--- src/core/wd_pkg.sv ---
// Package: register map, field layout, codes and timing of the link watchdog
package wd_pkg;
    // Register byte offsets
    localparam logic [7:0] OFF_CTRL     = 8'h00;
    localparam logic [7:0] OFF_MON_TIME = 8'h04;
    localparam logic [7:0] OFF_STATUS   = 8'h08;
    localparam logic [7:0] OFF_IRQ_STAT = 8'h0C;
    localparam logic [7:0] OFF_IRQ_CLR  = 8'h10;
    localparam logic [7:0] OFF_IRQ_EN   = 8'h14;
    localparam logic [7:0] OFF_RUN_CTRL = 8'h18;

    // Control fields
    localparam int CTRL_SERIAL_BIT = 0;
    localparam int CTRL_ACT_LSB    = 1;
    localparam int RUN_START_BIT   = 0;
    localparam int RUN_STOP_BIT    = 1;

    // Fault action codes
    localparam logic [1:0] ACT_OFF  = 2'h0;
    localparam logic [1:0] ACT_RUN  = 2'h1;
    localparam logic [1:0] ACT_HALT = 2'h2;

    // Status fields
    localparam int STAT_ALARM_BIT   = 0;
    localparam int STAT_RUNNING_BIT = 1;
    localparam int STAT_ACTIVE_BIT  = 2;
    localparam int STAT_SILENCE_LSB = 16;

    // Interrupt event bits
    localparam int IRQ_W         = 4;
    localparam int IRQ_RAISE_BIT = 0;
    localparam int IRQ_CLEAR_BIT = 1;
    localparam int IRQ_HALT_BIT  = 2;
    localparam int IRQ_NAK_BIT   = 3;

    // Monitoring time in seconds
    localparam int         MON_W         = 10;
    localparam logic [9:0] MON_MIN_S     = 10'h01E;
    localparam logic [9:0] MON_MAX_S     = 10'h258;
    localparam logic [9:0] MON_DEFAULT_S = 10'h01E;

    // Negative reply exception codes
    localparam logic [3:0] EXC_MALFORMED  = 4'h1;
    localparam logic [3:0] EXC_PROHIBITED = 4'h2;
    localparam logic [3:0] EXC_BUSY       = 4'h3;

    // One-second time base
    localparam int CLK_PERIOD_NS  = 8;
    localparam int TICK_PERIOD_NS = 1000000000;
    localparam int CYCLES_PER_SEC = TICK_PERIOD_NS / CLK_PERIOD_NS;
endpackage : wd_pkg

--- src/core/sec_tick.sv ---
// One-second tick generator, restartable
`timescale 1ns/1ps
`default_nettype none
module sec_tick import wd_pkg::*; #(
    parameter int unsigned SEC_CYCLES = CYCLES_PER_SEC
) (
    input  wire logic clock,
    input  wire logic rst,
    input  wire logic run,
    input  wire logic restart,
    output logic      tick
);
    localparam int CW = $clog2(SEC_CYCLES);

    typedef struct packed {
        logic [CW-1:0] cnt;
        logic          tick;
    } tick_st_t;

    tick_st_t s;
    tick_st_t next_s;

    // Prescaler restarts on a message so each second is whole
    always_comb begin
        next_s      = s;
        next_s.tick = 1'b0;
        if (!run || restart) begin
            next_s.cnt = '0;
        end else if (s.cnt == CW'(SEC_CYCLES - 1)) begin
            next_s.cnt  = '0;
            next_s.tick = 1'b1;
        end else begin
            next_s.cnt = s.cnt + CW'(1);
        end
    end

    // State register
    always_ff @(posedge clock or posedge rst) begin
        if (rst) begin
            s <= '0;
        end else begin
            s <= next_s;
        end
    end

    assign tick = s.tick;
endmodule : sec_tick
`default_nettype wire

--- src/core/reply_gen.sv ---
// Reply builder: acknowledge or negative reply with exception code
`timescale 1ns/1ps
`default_nettype none
module reply_gen import wd_pkg::*; (
    input  wire logic       clock,
    input  wire logic       rst,
    input  wire logic       msg_valid,
    input  wire logic       msg_ok,
    input  wire logic       msg_is_write,
    input  wire logic       msg_write_prohibited,
    input  wire logic       msg_state_block,
    output logic            resp_valid,
    output logic            resp_nak,
    output logic [3:0]      resp_code
);
    typedef struct packed {
        logic       valid;
        logic       nak;
        logic [3:0] code;
    } reply_st_t;

    reply_st_t s;
    reply_st_t next_s;

    // Exception code, zero means plain acknowledge
    function automatic logic [3:0] exc_code(input logic ok, input logic wr,
                                            input logic prohib,
                                            input logic blocked);
        if (!ok) begin
            exc_code = EXC_MALFORMED;
        end else if (blocked) begin
            exc_code = EXC_BUSY;
        end else if (wr && prohib) begin
            exc_code = EXC_PROHIBITED;
        end else begin
            exc_code = 4'h0;
        end
    endfunction : exc_code

    // malformed or blocked gets negative reply
    always_comb begin
        next_s       = '0;
        if (msg_valid) begin
            next_s.valid = 1'b1;
            next_s.code  = exc_code(msg_ok, msg_is_write,
                                    msg_write_prohibited, msg_state_block);
            next_s.nak   = (next_s.code != 4'h0);
        end
    end

    // State register
    always_ff @(posedge clock or posedge rst) begin
        if (rst) begin
            s <= '0;
        end else begin
            s <= next_s;
        end
    end

    assign resp_valid = s.valid;
    assign resp_nak   = s.nak;
    assign resp_code  = s.code;
endmodule : reply_gen
`default_nettype wire

--- src/core/comm_loss_wd.sv ---
// Serial link loss watchdog with APB registers and reply builder
// Notes on behaviour
// - Supervision runs only in serial communication mode.
// - Alarm rises once silence exceeds the monitoring time.
// - Alarm clears by itself when a host message arrives again.
// - Fault action resets to off, supervision disabled.
// - With action off the alarm is never raised.
// - Keep-running action raises alarm, operation state untouched.
// - Halt action stops operation as the alarm rises.
// - Monitoring time accepts only 30 to 600 seconds.
// - Monitoring time counts seconds, resets to 30.
// - With action off, monitoring time is neither written nor read.
// - Prohibited write answered by negative reply, exception code 2.
// - Malformed or blocked request answered by negative reply.
//
// Register access over APB and the placing of the registers were decided locally.
`timescale 1ns/1ps
`default_nettype none
module comm_loss_wd import wd_pkg::*; #(
    parameter int unsigned SEC_CYCLES = CYCLES_PER_SEC
) (
    input  wire logic        clock,
    input  wire logic        rst,
    input  wire logic        psel,
    input  wire logic        penable,
    input  wire logic        pwrite,
    input  wire logic [7:0]  paddr,
    input  wire logic [31:0] pwdata,
    output logic [31:0]      prdata,
    output logic             pready,
    output logic             pslverr,
    input  wire logic        msg_valid,
    input  wire logic        msg_ok,
    input  wire logic        msg_is_write,
    input  wire logic        msg_write_prohibited,
    input  wire logic        msg_state_block,
    output logic             resp_valid,
    output logic             resp_nak,
    output logic [3:0]       resp_code,
    output logic             comm_loss_alarm,
    output logic             op_running,
    output logic             irq
);
    typedef enum logic [2:0] {
        ST_IDLE  = 3'b001,
        ST_WATCH = 3'b010,
        ST_ALARM = 3'b100
    } wd_state_t;

    typedef struct packed {
        wd_state_t          fsm;
        logic               serial;
        logic [1:0]         action;
        logic [MON_W-1:0]   mon_time;
        logic [MON_W-1:0]   silence;
        logic               alarm;
        logic               running;
        logic [IRQ_W-1:0]   irq_stat;
        logic [IRQ_W-1:0]   irq_en;
        logic [31:0]        rdata;
        logic               err;
    } wd_st_t;

    localparam wd_st_t RESET_ST = '{
        fsm:      ST_IDLE,
        serial:   1'b0,
        action:   ACT_OFF,
        mon_time: MON_DEFAULT_S,
        silence:  '0,
        alarm:    1'b0,
        running:  1'b0,
        irq_stat: '0,
        irq_en:   '0,
        rdata:    '0,
        err:      1'b0
    };

    wd_st_t           s;
    wd_st_t           next_s;
    logic             active;
    logic             msg_rx;
    logic             tick;
    logic             setup;
    logic             wr;
    logic [IRQ_W-1:0] ev;
    logic [MON_W-1:0] wval;

    // Monitoring time value lies in the accepted window
    function automatic logic mon_ok(input logic [MON_W-1:0] v);
        mon_ok = (v >= MON_MIN_S) && (v <= MON_MAX_S);
    endfunction : mon_ok

    assign active = s.serial && (s.action != ACT_OFF);
    assign msg_rx = msg_valid && msg_ok;
    assign setup  = psel && !penable;
    assign wr     = psel && penable && pwrite;
    assign wval   = pwdata[MON_W-1:0];

    // Seconds base, held in step with the silence count
    sec_tick #(
        .SEC_CYCLES (SEC_CYCLES)
    ) u_tick (
        .clock   (clock),
        .rst     (rst),
        .run     (active),
        .restart (msg_rx),
        .tick    (tick)
    );

    // Reply to every received request
    reply_gen u_reply (
        .clock                (clock),
        .rst                  (rst),
        .msg_valid            (msg_valid),
        .msg_ok               (msg_ok),
        .msg_is_write         (msg_is_write),
        .msg_write_prohibited (msg_write_prohibited),
        .msg_state_block      (msg_state_block),
        .resp_valid           (resp_valid),
        .resp_nak             (resp_nak),
        .resp_code            (resp_code)
    );

    // Register writes, supervision machine, read data and interrupts
    always_comb begin
        next_s = s;
        ev     = '0;
        // Register writes at the access edge
        if (wr) begin
            case (paddr)
                OFF_CTRL: begin
                    next_s.serial = pwdata[CTRL_SERIAL_BIT];
                    if (pwdata[CTRL_ACT_LSB +: 2] != 2'h3) begin
                        next_s.action = pwdata[CTRL_ACT_LSB +: 2];
                    end
                end
                OFF_MON_TIME: begin
                    if (s.action != ACT_OFF && mon_ok(wval)) begin
                        next_s.mon_time = wval;
                    end
                end
                OFF_IRQ_EN: begin
                    next_s.irq_en = pwdata[IRQ_W-1:0];
                end
                OFF_RUN_CTRL: begin
                    // Operation is restarted only by software
                    if (pwdata[RUN_START_BIT]) begin
                        next_s.running = 1'b1;
                    end
                    if (pwdata[RUN_STOP_BIT]) begin
                        next_s.running = 1'b0;
                    end
                end
                default: begin
                end
            endcase
        end
        // Supervision state machine
        case (s.fsm)
            ST_IDLE: begin
                next_s.silence = '0;
                next_s.alarm   = 1'b0;
                if (active) begin
                    next_s.fsm = ST_WATCH;
                end
            end
            ST_WATCH: begin
                if (!active) begin
                    next_s.fsm     = ST_IDLE;
                    next_s.silence = '0;
                end else if (msg_rx) begin
                    next_s.silence = '0;
                end else if (s.silence > s.mon_time) begin
                    next_s.fsm             = ST_ALARM;
                    next_s.alarm           = 1'b1;
                    ev[IRQ_RAISE_BIT]      = 1'b1;
                    if (s.action == ACT_HALT) begin
                        next_s.running     = 1'b0;
                        ev[IRQ_HALT_BIT]   = 1'b1;
                    end
                end else if (tick && s.silence != {MON_W{1'b1}}) begin
                    next_s.silence = s.silence + MON_W'(1);
                end
            end
            ST_ALARM: begin
                if (!active) begin
                    next_s.fsm     = ST_IDLE;
                    next_s.alarm   = 1'b0;
                    next_s.silence = '0;
                end else if (msg_rx) begin
                    next_s.fsm        = ST_WATCH;
                    next_s.alarm      = 1'b0;
                    next_s.silence    = '0;
                    ev[IRQ_CLEAR_BIT] = 1'b1;
                end
            end
            default: begin
                next_s.fsm   = ST_IDLE;
                next_s.alarm = 1'b0;
            end
        endcase
        ev[IRQ_NAK_BIT] = resp_valid && resp_nak;
        // Sticky status: a new event wins over a clear
        next_s.irq_stat = s.irq_stat;
        if (wr && paddr == OFF_IRQ_CLR) begin
            next_s.irq_stat = s.irq_stat & ~pwdata[IRQ_W-1:0];
        end
        next_s.irq_stat = next_s.irq_stat | ev;
        // Read data and error prepared in the setup cycle
        next_s.rdata = '0;
        next_s.err   = 1'b0;
        if (setup) begin
            case (paddr)
                OFF_CTRL: begin
                    next_s.rdata[CTRL_SERIAL_BIT]     = s.serial;
                    next_s.rdata[CTRL_ACT_LSB +: 2]   = s.action;
                    next_s.err = pwrite && (pwdata[CTRL_ACT_LSB +: 2] == 2'h3);
                end
                OFF_MON_TIME: begin
                    if (s.action == ACT_OFF) begin
                        next_s.err = 1'b1;
                    end else if (pwrite) begin
                        next_s.err = !mon_ok(wval);
                    end else begin
                        next_s.rdata[MON_W-1:0] = s.mon_time;
                    end
                end
                OFF_STATUS: begin
                    next_s.rdata[STAT_ALARM_BIT]   = s.alarm;
                    next_s.rdata[STAT_RUNNING_BIT] = s.running;
                    next_s.rdata[STAT_ACTIVE_BIT]  = active;
                    next_s.rdata[STAT_SILENCE_LSB +: MON_W] = s.silence;
                    next_s.err = pwrite;
                end
                OFF_IRQ_STAT: begin
                    next_s.rdata[IRQ_W-1:0] = s.irq_stat;
                    next_s.err = pwrite;
                end
                OFF_IRQ_CLR: begin
                    next_s.err = !pwrite;
                end
                OFF_IRQ_EN: begin
                    next_s.rdata[IRQ_W-1:0] = s.irq_en;
                end
                OFF_RUN_CTRL: begin
                    next_s.rdata[RUN_START_BIT] = s.running;
                end
                default: begin
                    next_s.err = 1'b1;
                end
            endcase
        end else if (psel) begin
            next_s.rdata = s.rdata;
            next_s.err   = s.err;
        end
    end

    // State register
    // action off after reset
    always_ff @(posedge clock or posedge rst) begin
        if (rst) begin
            s <= RESET_ST;
        end else begin
            s <= next_s;
        end
    end

    // Outputs
    assign pready          = 1'b1;
    assign prdata          = s.rdata;
    assign pslverr         = s.err && psel && penable;
    assign comm_loss_alarm = s.alarm;
    assign op_running      = s.running;
    assign irq             = |(s.irq_stat & s.irq_en);
endmodule : comm_loss_wd
`default_nettype wire

--- config.mk ---
export PLATFORM = sky130hd
export DESIGN_NAME = comm_loss_wd
export DESIGN_NICKNAME = d
export VERILOG_FILES = /design/src/core/wd_pkg.sv /design/src/core/sec_tick.sv /design/src/core/reply_gen.sv /design/src/core/comm_loss_wd.sv
export SDC_FILE = /design/constraint.sdc
export NUM_CORES = 1
export LEC_CHECK = 0
export BUFFER_PORTS_ARGS = -buffer_cell sky130_fd_sc_hd__buf_2
export CAP_MARGIN = 15
export CORE_UTILIZATION = 59
export CTS_BUF_LIST = sky130_fd_sc_hd__clkbuf_16
export DETAILED_ROUTE_END_ITERATION = 7
export PLACE_DENSITY = 0.86
export SYNTH_ARGS = -nofsm -noshare
export SYNTH_HDL_FRONTEND = slang
export SYNTH_SLANG_ARGS = --single-unit
--- constraint.sdc ---
create_clock -name clock -period 5.45 [get_ports clock]
set_input_delay 0.8175 -clock clock [delete_from_list [all_inputs] [get_ports clock]]
set_output_delay 0.8175 -clock clock [all_outputs]
set_load 0.02 [all_outputs]
==> run metrics <==
clock-pin slew on the worst setup and hold paths=0.06 ns; WP data required=around 5.7 ns; H-tree depth=3; clock tree buffer depth=2; fin. max-slew vios=0; crit share post-route=between 40 and 50%; CTS resizes=0; Num CTS Buffers=9; IO Port Bufs=between 50 and 60; Slew @ Worst Pin=between 0.8 and 0.9 ns; met3 Resource Use GR=under 10%; layout cells sized above 1=about a fifth; Core Util, Final=between 60% and 70%; Fin. Hold Viols=0; clock sinks=a little under 90; worst slew margin relative to its limit=between 40% and 50%; RSZ-0062 raised after global routing=false; Die Y=slightly above 90 um; most frequent cell after synthesis=dfrtp_1; CP Capture Type=flip-flop; grt ovf=0; yosys warns=0; Core Area=just under 8000 um^2; CP max stage cell=dfstp_2; IO Pins=93; TNS Setup=0 ns; antenna violations before repair=0; grt peak-use layer=met2; P_leak=2.44 nW; # setup viols final=0; CTS Hold Bufs=0; dominant cells by area after synthesis=dfrtp_1 (43%), buf_4 (5.4%), nor2_1 (3.9%); Hold/Removal Path Class=reg -> reg; initial DRC count=between 150 and 200; dpl hpwl=7030 um; number of global-route vias before repair=approximately 3600; Post-Place Worst Slack=2.72 ns; Arrival @ worst endpoint=2.81 ns; met1 GRT Util=between 30% and 40%; top cell type's share of synthesized area=43.0%; DRT antenna net count=0; average size of a mapped cell=around 10 um^2; Die W=approximately 93 um; multi-input logic area=around 2300 um^2; register area=between 2000 and 2500 um^2; setup bufs post-CTS=0; post-synth top area cell=dfrtp_1; VDD IR max=between 200 and 250 uV; Worst setup SP type=flip-flop; DRC=0; family with the most delay on the worst path=simple AND/OR/NAND/NOR gates; Routed WL=~10000 um; crit-path cells=inv_1 > ha_1 > and4_1 > o211ai_1 > nor4b_2 > o21ai_2 > or4b_1 > nand3_1; DIE AREA=just under 9000 um^2; ANT cells=0; Post-synth EDFFs=0; outcome=finished, final reports clean; Max stage delay on crit path=between 0.5 and 0.6 ns; largest net degree at the start of global routing=90; area delta synth->final=9.64%; routed length per instance=between 15 and 20 um; synth unique cells=67; Gate Count Post-Synth=slightly below 500; final setup margin=a little under 3 ns; Peak Freq=~0.39 GHz; clk_lat worst skew=between 0.3 and 0.4 ns; WS Path Type=reg -> reg; # rows=32; met2 Track Usage GR=between 30% and 40%; Root Driver=clkbuf_16; PnR Total Power=roughly 1.4 mW; final-layout fill cell count=598; Final min period=2.54 ns; Pwr Density=260 nW/um^2; MaxCap Viol Count=0; Vias per Instance=around 6; Yosys reg bits=slightly below 90; Synth top cells by count=dfrtp_1 (84), nor2_1 (51), nand2_1 (40), buf_4 (35), nand3_1 (25); gr usage total=24.7%; Total Nets Final=between 500 and 600; CTS tree=done; Crit path buffers/inverters=1; Worst Clk Skew=between 0.007 and 0.008 ns; Pre-Repair DR Iteration Count=4; critical path peak fanout=15; initial core utilization=between 60 and 70%; first-pass GRT wire length=~17000 um; FFs w/ async S/R, synth=100%; area of the mapped netlist=between 4000 and 5000 um^2; sequential fraction of the synthesis area=45.7%; most used flip-flop cell after synthesis=dfrtp_1; routability congestion estimate=around 0.94; Vias=3773
stage by stage:
| stage | instances | area [um^2] | hold WS (ns) |
|---|---|---|---|
| final | 632 | 5360 | 0.495 |
| after global placement | 614 | 5020 | 0.475 |
| after detailed placement | 614 | 5020 | 0.481 |
| after global routing | 632 | 5360 | 0.521 |
| after floorplan | 506 | 4940 | 0.455 |
| after CTS | 630 | 5330 | 0.492 |
flip-flops by register name, indices dropped and copies added (netlist names):
signal and count:
comm_loss_alarm 1, op_running 1, prdata 20, s 35, u_reply.resp_code 2, u_reply.resp_nak 1
u_reply.resp_valid 1, u_tick.s 27, u_tick.tick 1
layout make-up:
type / instances / share of cell area [%]
Clock buffer: 9 / 4.20
Inverter: 20 / 1.42
Clock inverter: 7 / 1.61
Sequential cell: 89 / 41.6
Multi-Input combinational cell: 347 / 42.8
Tap cell: 102 / 2.38
Timing Repair Buffer: 58 / 5.93
final timing paths:
kind | startpoint | to | slack, ns | depth (start not counted)
max | s[57]$_DFFE_PP1P_ | s[50]$_DFFE_PP0P_ | 2.91 | 8
min | u_tick.s[1]$_DFF_PP0_ | u_tick.s[1]$_DFF_PP0_ | 0.49 | 1
max reg2reg | s[57]$_DFFE_PP1P_ | s[50]$_DFFE_PP0P_ | 2.91 | 8
min reg2reg | u_tick.s[1]$_DFF_PP0_ | u_tick.s[1]$_DFF_PP0_ | 0.49 | 1
max in group asynchronous | rst | s[57]$_DFFE_PP1P_ | 4.28 | 4
min in group asynchronous | rst | s[50]$_DFFE_PP0P_ | 0.51 | 3
logic make-up (layout without fill, tap and decap cells):
kind of cell	after synthesis	after routing	synth area share, %
compound gates	84	84	12.6
xor+xnor	26	26	4.66
fa+ha+maj	12	12	3.07
buf+inv	70	94	8.39
flops	89	89	45.7
mux	18	18	4.12
other cells	2	15	0.154
simple gates	192	192	21.4
cell usage in the layout (no fill, tap or decap), drive strengths merged, types with 11 or more instances in the layout:
cell type / count
nand3: 25
buf: 57
inv: 20
dfrtp: 84
xnor2: 14
conb: 15
and3: 11
xor2: 12
a22o: 19
nor3: 12
ha: 12
o21ai: 13
mux2: 17
a21oi: 15
nand2: 41
nor2: 53
layer usage:
metal	vias up	routed length [um]	share of wire, %
met5	-	0	0
met4	0	104	1.0
met3	9	546	5.5
met2	122	4870	49
met1	1853	4450	45
li1	1789	-	-
power breakdown:
group | switching [mW] | total (mW) | internal [mW]
clock | 0.254 | 0.651 | 0.397
sequential | 0.00268 | 0.668 | 0.665
combinational | 0.0542 | 0.0747 | 0.0205
total | 0.311 | 1.39 | 1.08
worst register-to-register path, stage by stage, from the launching register on:
cell and delay (ns):
dfstp_2 0.55, inv_1 0.05, ha_1 0.28, and4_1 0.22, o211ai_1 0.09, nor4b_2 0.42, o21ai_2 0.24, or4b_1 0.51
nand3_1 0.11
No activity file was read; power rests on OpenSTA's default activity.
